File: config.mk
export PLATFORM = sky130hd
export DESIGN_NAME = odt_dev_flat
export DESIGN_NICKNAME = d
export VERILOG_FILES = /design/src/design/odt_pkg.sv /design/src/design/odt_if.sv /design/src/design/odt_dev.sv /design/src/flat_wrapper.sv
export VERILOG_INCLUDE_DIRS = /design/src /design/src/design
export SDC_FILE = /design/constraint.sdc
export NUM_CORES = 1
export LEC_CHECK = 0
export ABC_AREA = 1
export BUFFER_PORTS_ARGS = -buffer_cell sky130_fd_sc_hd__buf_2
export CAP_MARGIN = 40
export CORE_UTILIZATION = 57
export CTS_CLUSTER_SIZE = 10
export DETAILED_ROUTE_END_ITERATION = 8
export PLACE_DENSITY_LB_ADDON = 0.2
export SETUP_SLACK_MARGIN = 0.02
export SYNTH_ARGS = -nofsm -noshare
export SYNTH_HDL_FRONTEND = slang
export SYNTH_SLANG_ARGS = --single-unit
File: constraint.sdc
create_clock -name clock_i -period 2.5 [get_ports clock_i]
set_clock_uncertainty 0.15 [all_clocks]
set_input_delay 0.25 -clock clock_i [delete_from_list [all_inputs] [get_ports clock_i]]
set_output_delay 0.25 -clock clock_i [all_outputs]
set_load 0.01 [all_outputs]
File: src/design/odt_defs.svh
// timing constants for the on-die termination control block
`ifndef ODT_DEFS_SVH
`define ODT_DEFS_SVH
`define ODT_LAT_OFFSET 5'h2
`define ODT_HIGH_SHORT 4'h4
`define ODT_HIGH_LONG 4'h6
`define ODT_CWN_CHOP 5'h4
`define ODT_CWN_FULL 5'h6
`define ODT_RTT_NOM_W 3
`define ODT_RTT_WR_W 2
`define ODT_LAT_W 5
`define ODT_CNT_W 5
`define ODT_CNT_ONE 5'h1
`define ODT_HOLD_ONE 4'h1
`define ODT_PIPE_W 32
`endif

File: src/design/odt_pkg.sv
// types shared by both ends of the on-die termination link
`include "odt_defs.svh"
package odt_pkg;
    typedef logic [`ODT_RTT_NOM_W-1:0] odt_nom_t;
    typedef logic [`ODT_RTT_WR_W-1:0] odt_wr_t;
    typedef logic [`ODT_LAT_W-1:0] odt_lat_t;
    typedef enum logic [1:0] {ODT_STR_OFF, ODT_STR_NOM, ODT_STR_WR} odt_str_t;
endpackage

File: src/design/odt_if.sv
// link between memory controller and device termination control
`timescale 1ns/1ps
interface odt_if;
    logic term_req;
    logic wr_cmd;
    logic wr_full;
    logic rd_drive;
    modport ctrl (output term_req, output wr_cmd, output wr_full, input rd_drive);
    modport dev (input term_req, input wr_cmd, input wr_full, output rd_drive);
endinterface

File: src/design/odt_dev.sv
// device end: synchronous and dynamic on-die termination control
// Operation
// termination follows pin after write latency minus two
// controller holds pin high four cycles minimum
// write with pin high extends hold 4/6
// controller meets later of both hold intervals
// controller drops pin around reads
// termination returns when device stops driving bus
// dynamic mode on if either write bit set
// nominal three-bit, write two-bit strength fields
// no write: nominal strength, pin timing only
// write switches to write strength after latency
// back to nominal after off latency plus 4/6
// controller clears write field before dll off; not done here, odt_dev drops termination while dll_locked_i is low
// sync only with dll locked; additive latency adds
// pin ignored in self-refresh or all fields zero
// dynamic off: writes keep nominal strength
`timescale 1ns/1ps
`include "odt_defs.svh"
module odt_dev
    import odt_pkg::*;
#(
    parameter int LAT_W = `ODT_LAT_W
)
(
    input wire logic clock_i,
    input wire logic rst_b_i,
    odt_if.dev link,
    input wire logic [LAT_W-1:0] cas_write_latency_i,
    input wire logic [LAT_W-1:0] additive_latency_i,
    input wire odt_nom_t rtt_nom_i,
    input wire odt_wr_t rtt_wr_i,
    input wire logic dll_locked_i,
    input wire logic self_refresh_i,
    input wire logic rd_drive_i,
    output logic term_en_o,
    output odt_str_t term_str_o,
    output logic [`ODT_RTT_NOM_W-1:0] term_value_o
);
    typedef struct packed {
        logic [`ODT_PIPE_W-1:0] pipe;
        logic [`ODT_CNT_W-1:0] cnw_cnt;
        logic [`ODT_CNT_W-1:0] cwn_cnt;
        logic wr_sel;
        logic term_en;
        odt_str_t str;
        logic [`ODT_RTT_NOM_W-1:0] value;
    } odt_dev_state_t;

    odt_dev_state_t cur_ff;
    odt_dev_state_t nxt_st;
    logic [LAT_W-1:0] write_latency_total;
    logic [LAT_W-1:0] term_on_latency;
    logic [LAT_W-1:0] term_off_latency;
    logic [LAT_W-1:0] nominal_to_write_switch_latency;
    logic [LAT_W-1:0] write_to_nominal_latency_chop;
    logic [LAT_W-1:0] write_to_nominal_latency_full;
    logic dyn_en;
    logic odt_enabled;
    logic pin_q;
    logic delayed_pin;
    logic [`ODT_PIPE_W-1:0] tap_hit;

    assign write_latency_total = LAT_W'(cas_write_latency_i + additive_latency_i);
    assign term_on_latency = LAT_W'(write_latency_total - `ODT_LAT_OFFSET);
    assign term_off_latency = term_on_latency;
    assign nominal_to_write_switch_latency = term_on_latency;
    assign write_to_nominal_latency_chop = LAT_W'(term_off_latency + `ODT_CWN_CHOP);
    assign write_to_nominal_latency_full = LAT_W'(term_off_latency + `ODT_CWN_FULL);
    assign dyn_en = |rtt_wr_i;
    assign odt_enabled = (|rtt_nom_i || dyn_en) && !self_refresh_i && dll_locked_i;
    assign pin_q = link.term_req && odt_enabled;
    // one tap per pipeline stage; only the stage matching the latency can hit
    generate
        for (genvar gi = 0; gi < `ODT_PIPE_W; gi++)
        begin : g_tap
            assign tap_hit[gi] = cur_ff.pipe[gi] && (int'(term_on_latency) == gi + 1);
        end
    endgenerate
    // latency zero means the pin acts on the same edge it is registered
    assign delayed_pin = (term_on_latency == '0) ? pin_q : |tap_hit;
    assign link.rd_drive = rd_drive_i;

    always_comb
    begin
        nxt_st = cur_ff;
        nxt_st.pipe = {cur_ff.pipe[`ODT_PIPE_W-2:0], pin_q};
        if (cur_ff.cnw_cnt != '0)
        begin
            nxt_st.cnw_cnt = cur_ff.cnw_cnt - `ODT_CNT_ONE;
            if (cur_ff.cnw_cnt == `ODT_CNT_ONE)
            begin
                nxt_st.wr_sel = 1'b1;
            end
        end
        if (cur_ff.cwn_cnt != '0)
        begin
            nxt_st.cwn_cnt = cur_ff.cwn_cnt - `ODT_CNT_ONE;
            if (cur_ff.cwn_cnt == `ODT_CNT_ONE)
            begin
                nxt_st.wr_sel = 1'b0;
            end
        end
        // a new write restarts both counters; a later write overrides an earlier return
        if (link.wr_cmd && dyn_en && odt_enabled)
        begin
            nxt_st.cnw_cnt = `ODT_CNT_W'(nominal_to_write_switch_latency);
            if (link.wr_full)
            begin
                nxt_st.cwn_cnt = `ODT_CNT_W'(write_to_nominal_latency_full);
            end
            else
            begin
                nxt_st.cwn_cnt = `ODT_CNT_W'(write_to_nominal_latency_chop);
            end
            if (nominal_to_write_switch_latency == '0)
            begin
                nxt_st.wr_sel = 1'b1;
            end
        end
        if (!dyn_en)
        begin
            nxt_st.wr_sel = 1'b0;
        end
        // termination is held off while the device drives the bus
        nxt_st.term_en = delayed_pin && !rd_drive_i;
        if (!nxt_st.term_en)
        begin
            nxt_st.str = ODT_STR_OFF;
            nxt_st.value = '0;
        end
        else if (nxt_st.wr_sel)
        begin
            nxt_st.str = ODT_STR_WR;
            nxt_st.value = `ODT_RTT_NOM_W'(rtt_wr_i);
        end
        else
        begin
            nxt_st.str = ODT_STR_NOM;
            nxt_st.value = rtt_nom_i;
        end
    end

    always_ff @(posedge clock_i or negedge rst_b_i)
    begin
        if (!rst_b_i)
        begin
            cur_ff <= '0;
        end
        else
        begin
            cur_ff <= nxt_st;
        end
    end

    assign term_en_o = cur_ff.term_en;
    assign term_str_o = cur_ff.str;
    assign term_value_o = cur_ff.value;
endmodule

File: src/flat_wrapper.sv
// flat-port wrapper written by rule: the top's interface ports become plain ports
module odt_dev_flat import odt_pkg::*;
#(
    parameter int LAT_W = `ODT_LAT_W
)
  (clock_i, rst_b_i, cas_write_latency_i, additive_latency_i, rtt_nom_i, rtt_wr_i, dll_locked_i, self_refresh_i, rd_drive_i, term_en_o, term_str_o, term_value_o, link_term_req, link_wr_cmd, link_wr_full, link_rd_drive);
  odt_if link_i ();
  input wire logic clock_i;
  input wire logic rst_b_i;
  input wire logic [LAT_W-1:0] cas_write_latency_i;
  input wire logic [LAT_W-1:0] additive_latency_i;
  input wire odt_nom_t rtt_nom_i;
  input wire odt_wr_t rtt_wr_i;
  input wire logic dll_locked_i;
  input wire logic self_refresh_i;
  input wire logic rd_drive_i;
  output logic term_en_o;
  output odt_str_t term_str_o;
  output logic [`ODT_RTT_NOM_W-1:0] term_value_o;
  input wire logic [$bits(link_i.term_req)-1:0] link_term_req;
  input wire logic [$bits(link_i.wr_cmd)-1:0] link_wr_cmd;
  input wire logic [$bits(link_i.wr_full)-1:0] link_wr_full;
  output wire logic [$bits(link_i.rd_drive)-1:0] link_rd_drive;
  assign link_i.term_req = link_term_req;
  assign link_i.wr_cmd = link_wr_cmd;
  assign link_i.wr_full = link_wr_full;
  assign link_rd_drive = link_i.rd_drive;
  odt_dev #(.LAT_W(LAT_W)) u_core (.clock_i(clock_i), .rst_b_i(rst_b_i), .link(link_i), .cas_write_latency_i(cas_write_latency_i), .additive_latency_i(additive_latency_i), .rtt_nom_i(rtt_nom_i), .rtt_wr_i(rtt_wr_i), .dll_locked_i(dll_locked_i), .self_refresh_i(self_refresh_i), .rd_drive_i(rd_drive_i), .term_en_o(term_en_o), .term_str_o(term_str_o), .term_value_o(term_value_o));
endmodule
==> flow_summary.rst, run 1 <==
.. list-table::
   :header-rows: 1

   * - Metric
     - Value
   * - Post-synth top cells
     - sky130_fd_sc_hd__nand2_1 (60), sky130_fd_sc_hd__inv_1 (50), sky130_fd_sc_hd__dfrtp_1 (48), sky130_fd_sc_hd__nand4_1 (27), sky130_fd_sc_hd__nor2_1 (23)
   * - Total power after layout
     - 2.24 mW
   * - Fraction of power consumed by the clock network
     - 0.211
   * - Biggest fanout along the worst timing path
     - 15
   * - Number of DRC markers in iteration 0
     - 82
   * - Pin count of the biggest net entering global routing
     - 22
   * - Placeable core area
     - 4090 µm²
   * - Area after DPL
     - 2710 µm²
   * - Number of fillers in the final layout
     - 336
   * - Leakage Power
     - 1.62 nW
   * - Final Max Slew Viols
     - 0
   * - Final worst-path cycle share
     - 0.919
   * - Count of synthesis-stage warnings from yosys
     - 0
   * - Total global routing overflow
     - 0
   * - Number of vias after detailed routing
     - 1,967
   * - Clock tree buffer depth
     - 2
   * - Critical Path Most Common Cell
     - sky130_fd_sc_hd__nand2_1
   * - EDFF count, synth
     - 0
   * - Final min period
     - 2300 ps
   * - Post-synthesis area per instance
     - 8.51 µm²
   * - Kind of cell adding the most delay to the critical path
     - adder cells
   * - Number of placed instances with taps included
     - 370
   * - Slowest cell delay on critical path
     - 580 ps
   * - Placer Congestion
     - 0.855
   * - Total clock buffers created by CTS
     - 5
   * - Antenna Cells
     - 0
   * - Number of clock sinks
     - 48
   * - Worst Hold Margin
     - 33.2 ps
   * - Detailed-placement wirelength estimate
     - 3570 µm
   * - CP required
     - 2590 ps
   * - Number of synthesized register bits
     - 48
   * - Yosys cell types
     - 30
   * - Top achievable clock speed
     - 435 MHz
   * - Fin nets
     - 367
   * - Buffers on Ports
     - 29
   * - Combinational fraction of design power
     - 0.353
   * - Routed wirelength normalized by instance count
     - 12.6 µm
   * - Unrepaired setup endpoints after global routing
     - yes
   * - Max Cap Violations
     - 0
   * - Slew at the pin closest to its max-slew limit
     - 485 ps
   * - Leading cell type by number of instances after synthesis
     - sky130_fd_sc_hd__nand2_1
   * - Cell types with the largest area share after synthesis
     - sky130_fd_sc_hd__dfrtp_1 (48%), sky130_fd_sc_hd__nand2_1 (9.1%), sky130_fd_sc_hd__inv_1 (7.6%)
   * - Fin Setup TNS
     - 0 ps
   * - Switching power of the nets
     - 798 µW
   * - CTS clock-pin slew for the worst setup and hold paths
     - 90 ps
   * - Fraction of registers with async set/reset
     - 1.00
   * - Initial cell density of the core
     - 0.606
   * - Post-route non-filler standard cell count
     - 382
   * - Fin area
     - 2860 µm²
   * - Internal Pwr Total
     - 1.44 mW
   * - Width of the die
     - 67.9 µm
   * - Most frequently used flop master after synthesis
     - sky130_fd_sc_hd__dfrtp_1
   * - Area of the mapped netlist
     - 2480 µm²
   * - Critical Path AT
     - 2390 ps
   * - Final setup slack of the worst path
     - 202 ps
   * - Post-layout utilization of the core
     - 0.700
   * - Startpoint types
     - primary input
   * - Htree depth
     - 2
   * - Top-level port count
     - 30
   * - Power Density
     - 783 nW/µm²
   * - Critical Path End Type
     - flip-flop
   * - Number of optimization iterations in the first detailed-route pass
     - 4
   * - Syn nets
     - 327
   * - Clock insertion delay at the later pin of the skew report
     - 300 ps
   * - WL final
     - 4810 µm
   * - Net Sw Frac
     - 0.356
   * - Final hold violations
     - 0
   * - Outcome
     - completed
   * - Height of the die
     - 67.9 µm
   * - Cell taking the most area after synthesis
     - sky130_fd_sc_hd__dfrtp_1
   * - Antenna Violating Nets Remaining
     - 0
   * - Buf+Inv Stages, Crit Path
     - 6
   * - CP Cell Sequence
     - buf_2, inv_1, ha_1, inv_1, ha_1, fa_2, buf_12, buf_4, nand4_1, nand2_1, inv_1, nand2_1, nor2_1, nand2_1, nand2_1, nand2_1, nand2_4, nor2_1
   * - Number of instances in the synthesized netlist
     - 291
   * - Area of the die
     - 4610 µm²
   * - Register-to-register path setup slack
     - 490 ps
   * - Detail-routed via count per cell
     - 5.15
   * - Worst Hold Class
     - in2reg
   * - Number of remaining DRC errors
     - 0
   * - Number of setup violations in the final report
     - 0
   * - Area growth from synthesis to layout
     - 15.5%
   * - Critical Setup Path Class
     - in2reg
   * - Critical Path Slowest Stage Cell
     - sky130_fd_sc_hd__fa_2
   * - Fraction of power consumed by sequential logic
     - 0.435
   * - Fraction of final layout cells with drive strength greater than 1
     - 0.205
   * - Clock tree from TritonCTS
     - built
   * - Wire length of the first global-routing pass
     - 7870 µm
   * - Total GRT Usage
     - 0.236
   * - Top cell type's share of synthesized area
     - 0.485
   * - Number of standard-cell rows in the floorplan
     - 23
   * - Sequential fraction of the synthesis area
     - 0.485
   * - Peak supply drop
     - 406 µV
   * - Number of antenna violations at the first check in global routing
     - 0
   * - Post-placement worst setup slack
     - -181 ps
   * - Clock tree root driver cell
     - sky130_fd_sc_hd__clkbuf_8
   * - Worst slew margin
     - 0.676
   * - Vias in the first global route
     - 1,776
## worst reg2reg max path: stages (launching register included)
cell                      delay [ps]
sky130_fd_sc_hd__dfrtp_1         430
sky130_fd_sc_hd__inv_1           100
sky130_fd_sc_hd__ha_1            180
sky130_fd_sc_hd__inv_1            60
sky130_fd_sc_hd__nor2_1           90
sky130_fd_sc_hd__inv_1            80
sky130_fd_sc_hd__nor2_4          140
sky130_fd_sc_hd__inv_1            70
sky130_fd_sc_hd__a21oi_1         160
sky130_fd_sc_hd__nand2_1          80
sky130_fd_sc_hd__nand2_2          90
sky130_fd_sc_hd__inv_1            80
sky130_fd_sc_hd__nand2_1          60
sky130_fd_sc_hd__nand2_1          40
sky130_fd_sc_hd__inv_1            50
sky130_fd_sc_hd__nor2_1           40
## sequential cells by signal, indices dropped and copies added (netlist names)
| register | count |
|---|---|
| u_core.term_en_o | 1 |
| u_core.term_value_o | 3 |
| u_core.cur_ff | 42 |
| u_core.term_str_o | 2 |
## per-layer routing
metal	GRT usage	up-vias	part of all wire
met5	0	-	0
met4	0.0885	0	0.016
met3	0.0633	7	0.043
met2	0.369	37	0.48
met1	0.313	911	0.46
li1	-	1012	-
## cells by family (layout without fill, tap and decap cells)
kind of cell / after synthesis / after routing / share of synthesized area
fa+ha+maj: 13 / 13 / 0.0687
xor+xnor: 3 / 3 / 0.0106
flops: 48 / 48 / 0.485
simple gates: 141 / 141 / 0.273
compound gates: 21 / 21 / 0.0480
buf+inv: 65 / 106 / 0.115
## power by group through the flow
stage                     Clock, mW  Combinational, mW  Sequential, mW
after floorplan                   0              0.553           0.972
after global placement            0              0.745           0.988
after detailed placement          0              0.765           0.990
after CTS                     0.490              0.774           0.974
after global routing          0.517              0.910           0.990
final                         0.473              0.792           0.975
## path summary, 6_finish.rpt
| check | startpoint | endpoint | depth (start not counted) |
|---|---|---|---|
| max | cas_write_latency_i[1] | u_core.term_str_o[1] | 18 |
| min | rtt_nom_i[2] | u_core.term_value_o[2] | 3 |
| max reg2reg | u_core.cur_ff[7] | u_core.term_value_o[0] | 15 |
| min reg2reg | u_core.cur_ff[36] | u_core.cur_ff[37] | 0 |
| max in group asynchronous | rst_b_i | u_core.cur_ff[44] | 3 |
| min in group asynchronous | rst_b_i | u_core.cur_ff[33] | 2 |
## cell type report
type | count | area, µm² | share of cell area
inverter | 53 | 199 | 0.0696
timing repair buffer | 45 | 293 | 0.102
multi-input combinational | 178 | 1010 | 0.352
clock inverter | 2 | 15.0 | 0.00525
tap | 50 | 62.6 | 0.0219
sequential | 48 | 1200 | 0.420
clock buffer | 6 | 82.6 | 0.0289
## layout by cell type, fill, tap and decap left out, drive strengths merged
master / n
a21oi: 7
a31oi: 1
buf: 44
clkbuf: 6
clkinvlp: 2
dfrtp: 48
dlygate4sd3: 1
fa: 1
ha: 12
inv: 53
nand2: 64
nand3: 17
nand3b: 1
nand4: 28
nor2: 28
nor3: 1
nor3b: 1
nor4: 1
o211ai: 1
o21ai: 9
o311ai: 1
o31ai: 1
o41ai: 1
xor2: 3
## what timing repair did
| action | 4_1_cts | 5_1_grt |
|---|---|---|
| endpoints found under the hold margin | 19 | 0 |
| setup endpoints to repair | 0 | 7 |
| setup buffers | 0 | 3 |
| gates resized for setup | 0 | 5 |
| hold buffers | 1 | 0 |
Note: power is estimated with default switching activity, not from simulation.
==> inputs of run 2 (changes only) <==
Settings changed: CORE_UTILIZATION 57 to 55, HOLD_SLACK_MARGIN set to 0.08.
==> flow_summary.rst, run 2 (synthesis gave the netlist of run 1 again) <==
.. list-table::
   :header-rows: 1

   * - Metric
     - Value
   * - Fin area
     - 2840 µm² (-0.83%)
   * - Total power after layout
     - 2.20 mW (-1.8%)
   * - Clock insertion delay at the later pin of the skew report
     - 290 ps (about the same)
   * - Startpoint types
     - primary input
   * - Wire length of the first global-routing pass
     - 7910 µm (+0.61%)
   * - Startpoint of the most critical hold path
     - link_term_req
   * - Htree depth
     - 2 (unchanged)
   * - Clock tree from TritonCTS
     - built
   * - Slowest cell delay on critical path
     - 580 ps (about the same)
   * - Worst Hold Class
     - in2reg
   * - Total GRT Usage
     - 0.206 (-0.0297)
   * - Unrepaired setup endpoints after global routing
     - no
   * - Area after DPL
     - 2710 µm² (-0.18%)
   * - Slew at the pin closest to its max-slew limit
     - 497 ps (+11.9 ps)
   * - Number of vias after detailed routing
     - 1,955 (-0.61%)
   * - Antenna Violating Nets Remaining
     - 0 (unchanged)
   * - Buffers on Ports
     - 29 (unchanged)
   * - WL final
     - 4590 µm (-4.6%)
   * - Number of standard-cell rows in the floorplan
     - 24 (+4.3%)
   * - Routed wirelength normalized by instance count
     - 12.0 µm (-4.4%)
   * - Width of the die
     - 69.1 µm (+1.8%)
   * - CTS clock-pin slew for the worst setup and hold paths
     - 80 ps (about the same)
   * - Final Max Slew Viols
     - 0 (unchanged)
   * - Outcome
     - completed
   * - Initial cell density of the core
     - 0.569 (-0.0373)
   * - Antenna Cells
     - 0 (unchanged)
   * - Height of the die
     - 69.1 µm (+1.8%)
   * - Area of the die
     - 4780 µm² (+3.5%)
   * - Placer Congestion
     - 0.843 (-1.4%)
   * - Critical Path End Type
     - flip-flop
   * - Area taken by flip-flops and latches
     - 1200 µm² (unchanged)
   * - Cell count of the worst hold path
     - 3 (unchanged)
   * - Post-layout utilization of the core
     - 0.651 (-0.0485)
   * - Peak supply drop
     - 405 µV (-0.16%)
   * - Vias in the first global route
     - 1,859 (+4.7%)
   * - Total global routing overflow
     - 0 (unchanged)
   * - Final hold violations
     - 0 (unchanged)
   * - Register-to-register path setup slack
     - 550 ps (+60 ps)
   * - Detailed-placement wirelength estimate
     - 3440 µm (-3.7%)
   * - Total clock buffers created by CTS
     - 5 (unchanged)
   * - Area growth from synthesis to layout
     - 14.5%
   * - Number of clock sinks
     - 48 (unchanged)
   * - Number of remaining DRC errors
     - 0 (unchanged)
   * - Detail-routed via count per cell
     - 5.13 (-0.35%)
   * - Critical Path AT
     - 2360 ps (-30 ps)
   * - Max Cap Violations
     - 0 (unchanged)
   * - Clock tree buffer depth
     - 2 (unchanged)
   * - Most used cells in the layout excluding fill and tap cells
     - sky130_fd_sc_hd__nand2_1 (60), sky130_fd_sc_hd__inv_1 (49), sky130_fd_sc_hd__dfrtp_1 (48)
   * - Final worst-path cycle share
     - 0.928 (+0.00881)
   * - Critical Setup Path Class
     - in2reg
   * - Largest reg by FF count
     - u_core.cur_ff
   * - Number of flip-flops under the largest register name
     - 42 (unchanged)
   * - Worst Hold Margin
     - 96.4 ps (+63.2 ps)
   * - Number of fillers in the final layout
     - 368 (+9.5%)
   * - Pin count of the biggest net entering global routing
     - 36 (+64%)
   * - Number of optimization iterations in the first detailed-route pass
     - 4 (unchanged)
   * - Top-level port count
     - 30 (unchanged)
   * - Number of DRC markers in iteration 0
     - 60 (-27%)
   * - Fraction of final layout cells with drive strength greater than 1
     - 0.195 (-0.0103)
   * - Number of setup violations in the final report
     - 0 (unchanged)
   * - Buf+Inv Stages, Crit Path
     - 4 (-2)
   * - CP Cell Sequence
     - buf_2, inv_1, ha_1, inv_1, ha_1, fa_2, buf_12, nor2_1, nand3_1, nand2_1, nor2_1, nand2_1, o21ai_1, nand2_1, nand2_4, nor2_1
   * - Critical Path Slowest Stage Cell
     - sky130_fd_sc_hd__fa_2
   * - Post-CTS repair timing setup buffer count
     - 0 (unchanged)
   * - Clock tree root driver cell
     - sky130_fd_sc_hd__clkbuf_8
   * - Worst slew margin
     - 0.667 (-0.00913)
   * - Area of the multi-input gates
     - 1010 µm² (-0.13%)
   * - Depth of the most critical reg-to-reg path
     - 15 (unchanged)
   * - CP required
     - 2540 ps (-50 ps)
   * - Reg-to-Reg Start
     - u_core.cur_ff[8]
   * - Final min period
     - 2320 ps (+22.0 ps)
   * - Number of antenna violations at the first check in global routing
     - 0 (unchanged)
   * - Leading cell type in the layout, fill and taps excluded
     - sky130_fd_sc_hd__nand2_1
   * - Fin nets
     - 364 (-0.82%)
   * - Worst min-delay path endpoint
     - u_core.cur_ff[17]
   * - Top achievable clock speed
     - 431 MHz (-0.95%)
   * - Leakage Power
     - 1.62 nW (-0.51%)
   * - Placeable core area
     - 4350 µm² (+6.6%)
   * - Capturing point of the worst reg2reg path
     - u_core.term_value_o[0]
   * - Biggest fanout along the worst timing path
     - 19 (+4)
   * - Kind of cell adding the most delay to the critical path
     - adder cells
   * - Power Density
     - 776 nW/µm² (-0.94%)
[run 2: changes by cell type in the layout (fill, tap and decap cells not counted)]
cell | before | now
sky130_fd_sc_hd__clkinvlp_4 | 2 | 0
sky130_fd_sc_hd__buf_4 | 13 | 9
sky130_fd_sc_hd__o21ai_1 | 0 | 1
sky130_fd_sc_hd__clkinv_2 | 0 | 2
sky130_fd_sc_hd__dlygate4sd3_1 | 1 | 2
sky130_fd_sc_hd__o21ai_2 | 1 | 0
sky130_fd_sc_hd__nor2_2 | 2 | 3
sky130_fd_sc_hd__nor2_1 | 23 | 22
[run 2: timing repair]
item | in CTS | in global routing
setup endpoints to repair | 0 | 6
endpoints found under the hold margin | 14 | 0
hold buffers | 2 | 0
gates resized for setup | 0 | 5
[run 2: worst max path at each step]
stage          cells past startpoint                     end                   start  slack (ps)
5_1_grt                           18  u_core.term_value_o[0]   additive_latency_i[1]          20
2_1_floorplan                     15    u_core.term_str_o[1]  cas_write_latency_i[1]          90
3_3_place_gp                      20    u_core.term_str_o[1]  cas_write_latency_i[1]        -110
3_5_place_dp                      20  u_core.term_value_o[0]  cas_write_latency_i[1]        -160
4_1_cts                           20  u_core.term_value_o[0]  cas_write_latency_i[1]         140
6_report                          16  u_core.term_value_o[0]  cas_write_latency_i[1]         180
[run 2: power by group]
group	internal, mW	switching (mW)
Sequential	0.898	0.0764
Clock	0.221	0.237
Combinational	0.307	0.462
Total	1.43	0.775
[run 2: area by class of cell]
| type | count | share of cell area |
|---|---|---|
| Clock inverter | 2 | 0.00353 |
| Sequential cell | 48 | 0.423 |
| Inverter | 53 | 0.0701 |
| Clock buffer | 6 | 0.0291 |
| Multi-Input combinational cell | 178 | 0.355 |
| Timing Repair Buffer | 42 | 0.0962 |
| Tap cell | 52 | 0.0229 |
[run 2: worst register-to-register path: cells and delay by family (launching register included)]
family / cells / cell delay [ps]
and+or+nand+nor: 7 / 540
adders and majority gates: 1 / 170
AOI/OAI and AO/OA: 1 / 150
buffers and inverters: 6 / 430
DFF: 1 / 410
[run 2: through the flow]
step / cells / setup TNS, ps / worst slack, ps
after floorplan: 291 / 0 / 86.4
after global placement: 371 / -783 / -112
after detailed placement: 371 / -1100 / -163
after CTS: 381 / 0 / 136
after global routing: 381 / 0 / 22.1
final: 381 / 0 / 180
[run 2: per-layer routing]
| layer | global-route usage | up-vias | part of all wire |
|---|---|---|---|
| met5 | 0 | - | 0 |
| met4 | 0.0703 | 0 | 0.012 |
| met3 | 0.0380 | 7 | 0.025 |
| met2 | 0.338 | 27 | 0.49 |
| met1 | 0.277 | 917 | 0.48 |
| li1 | - | 1004 | - |
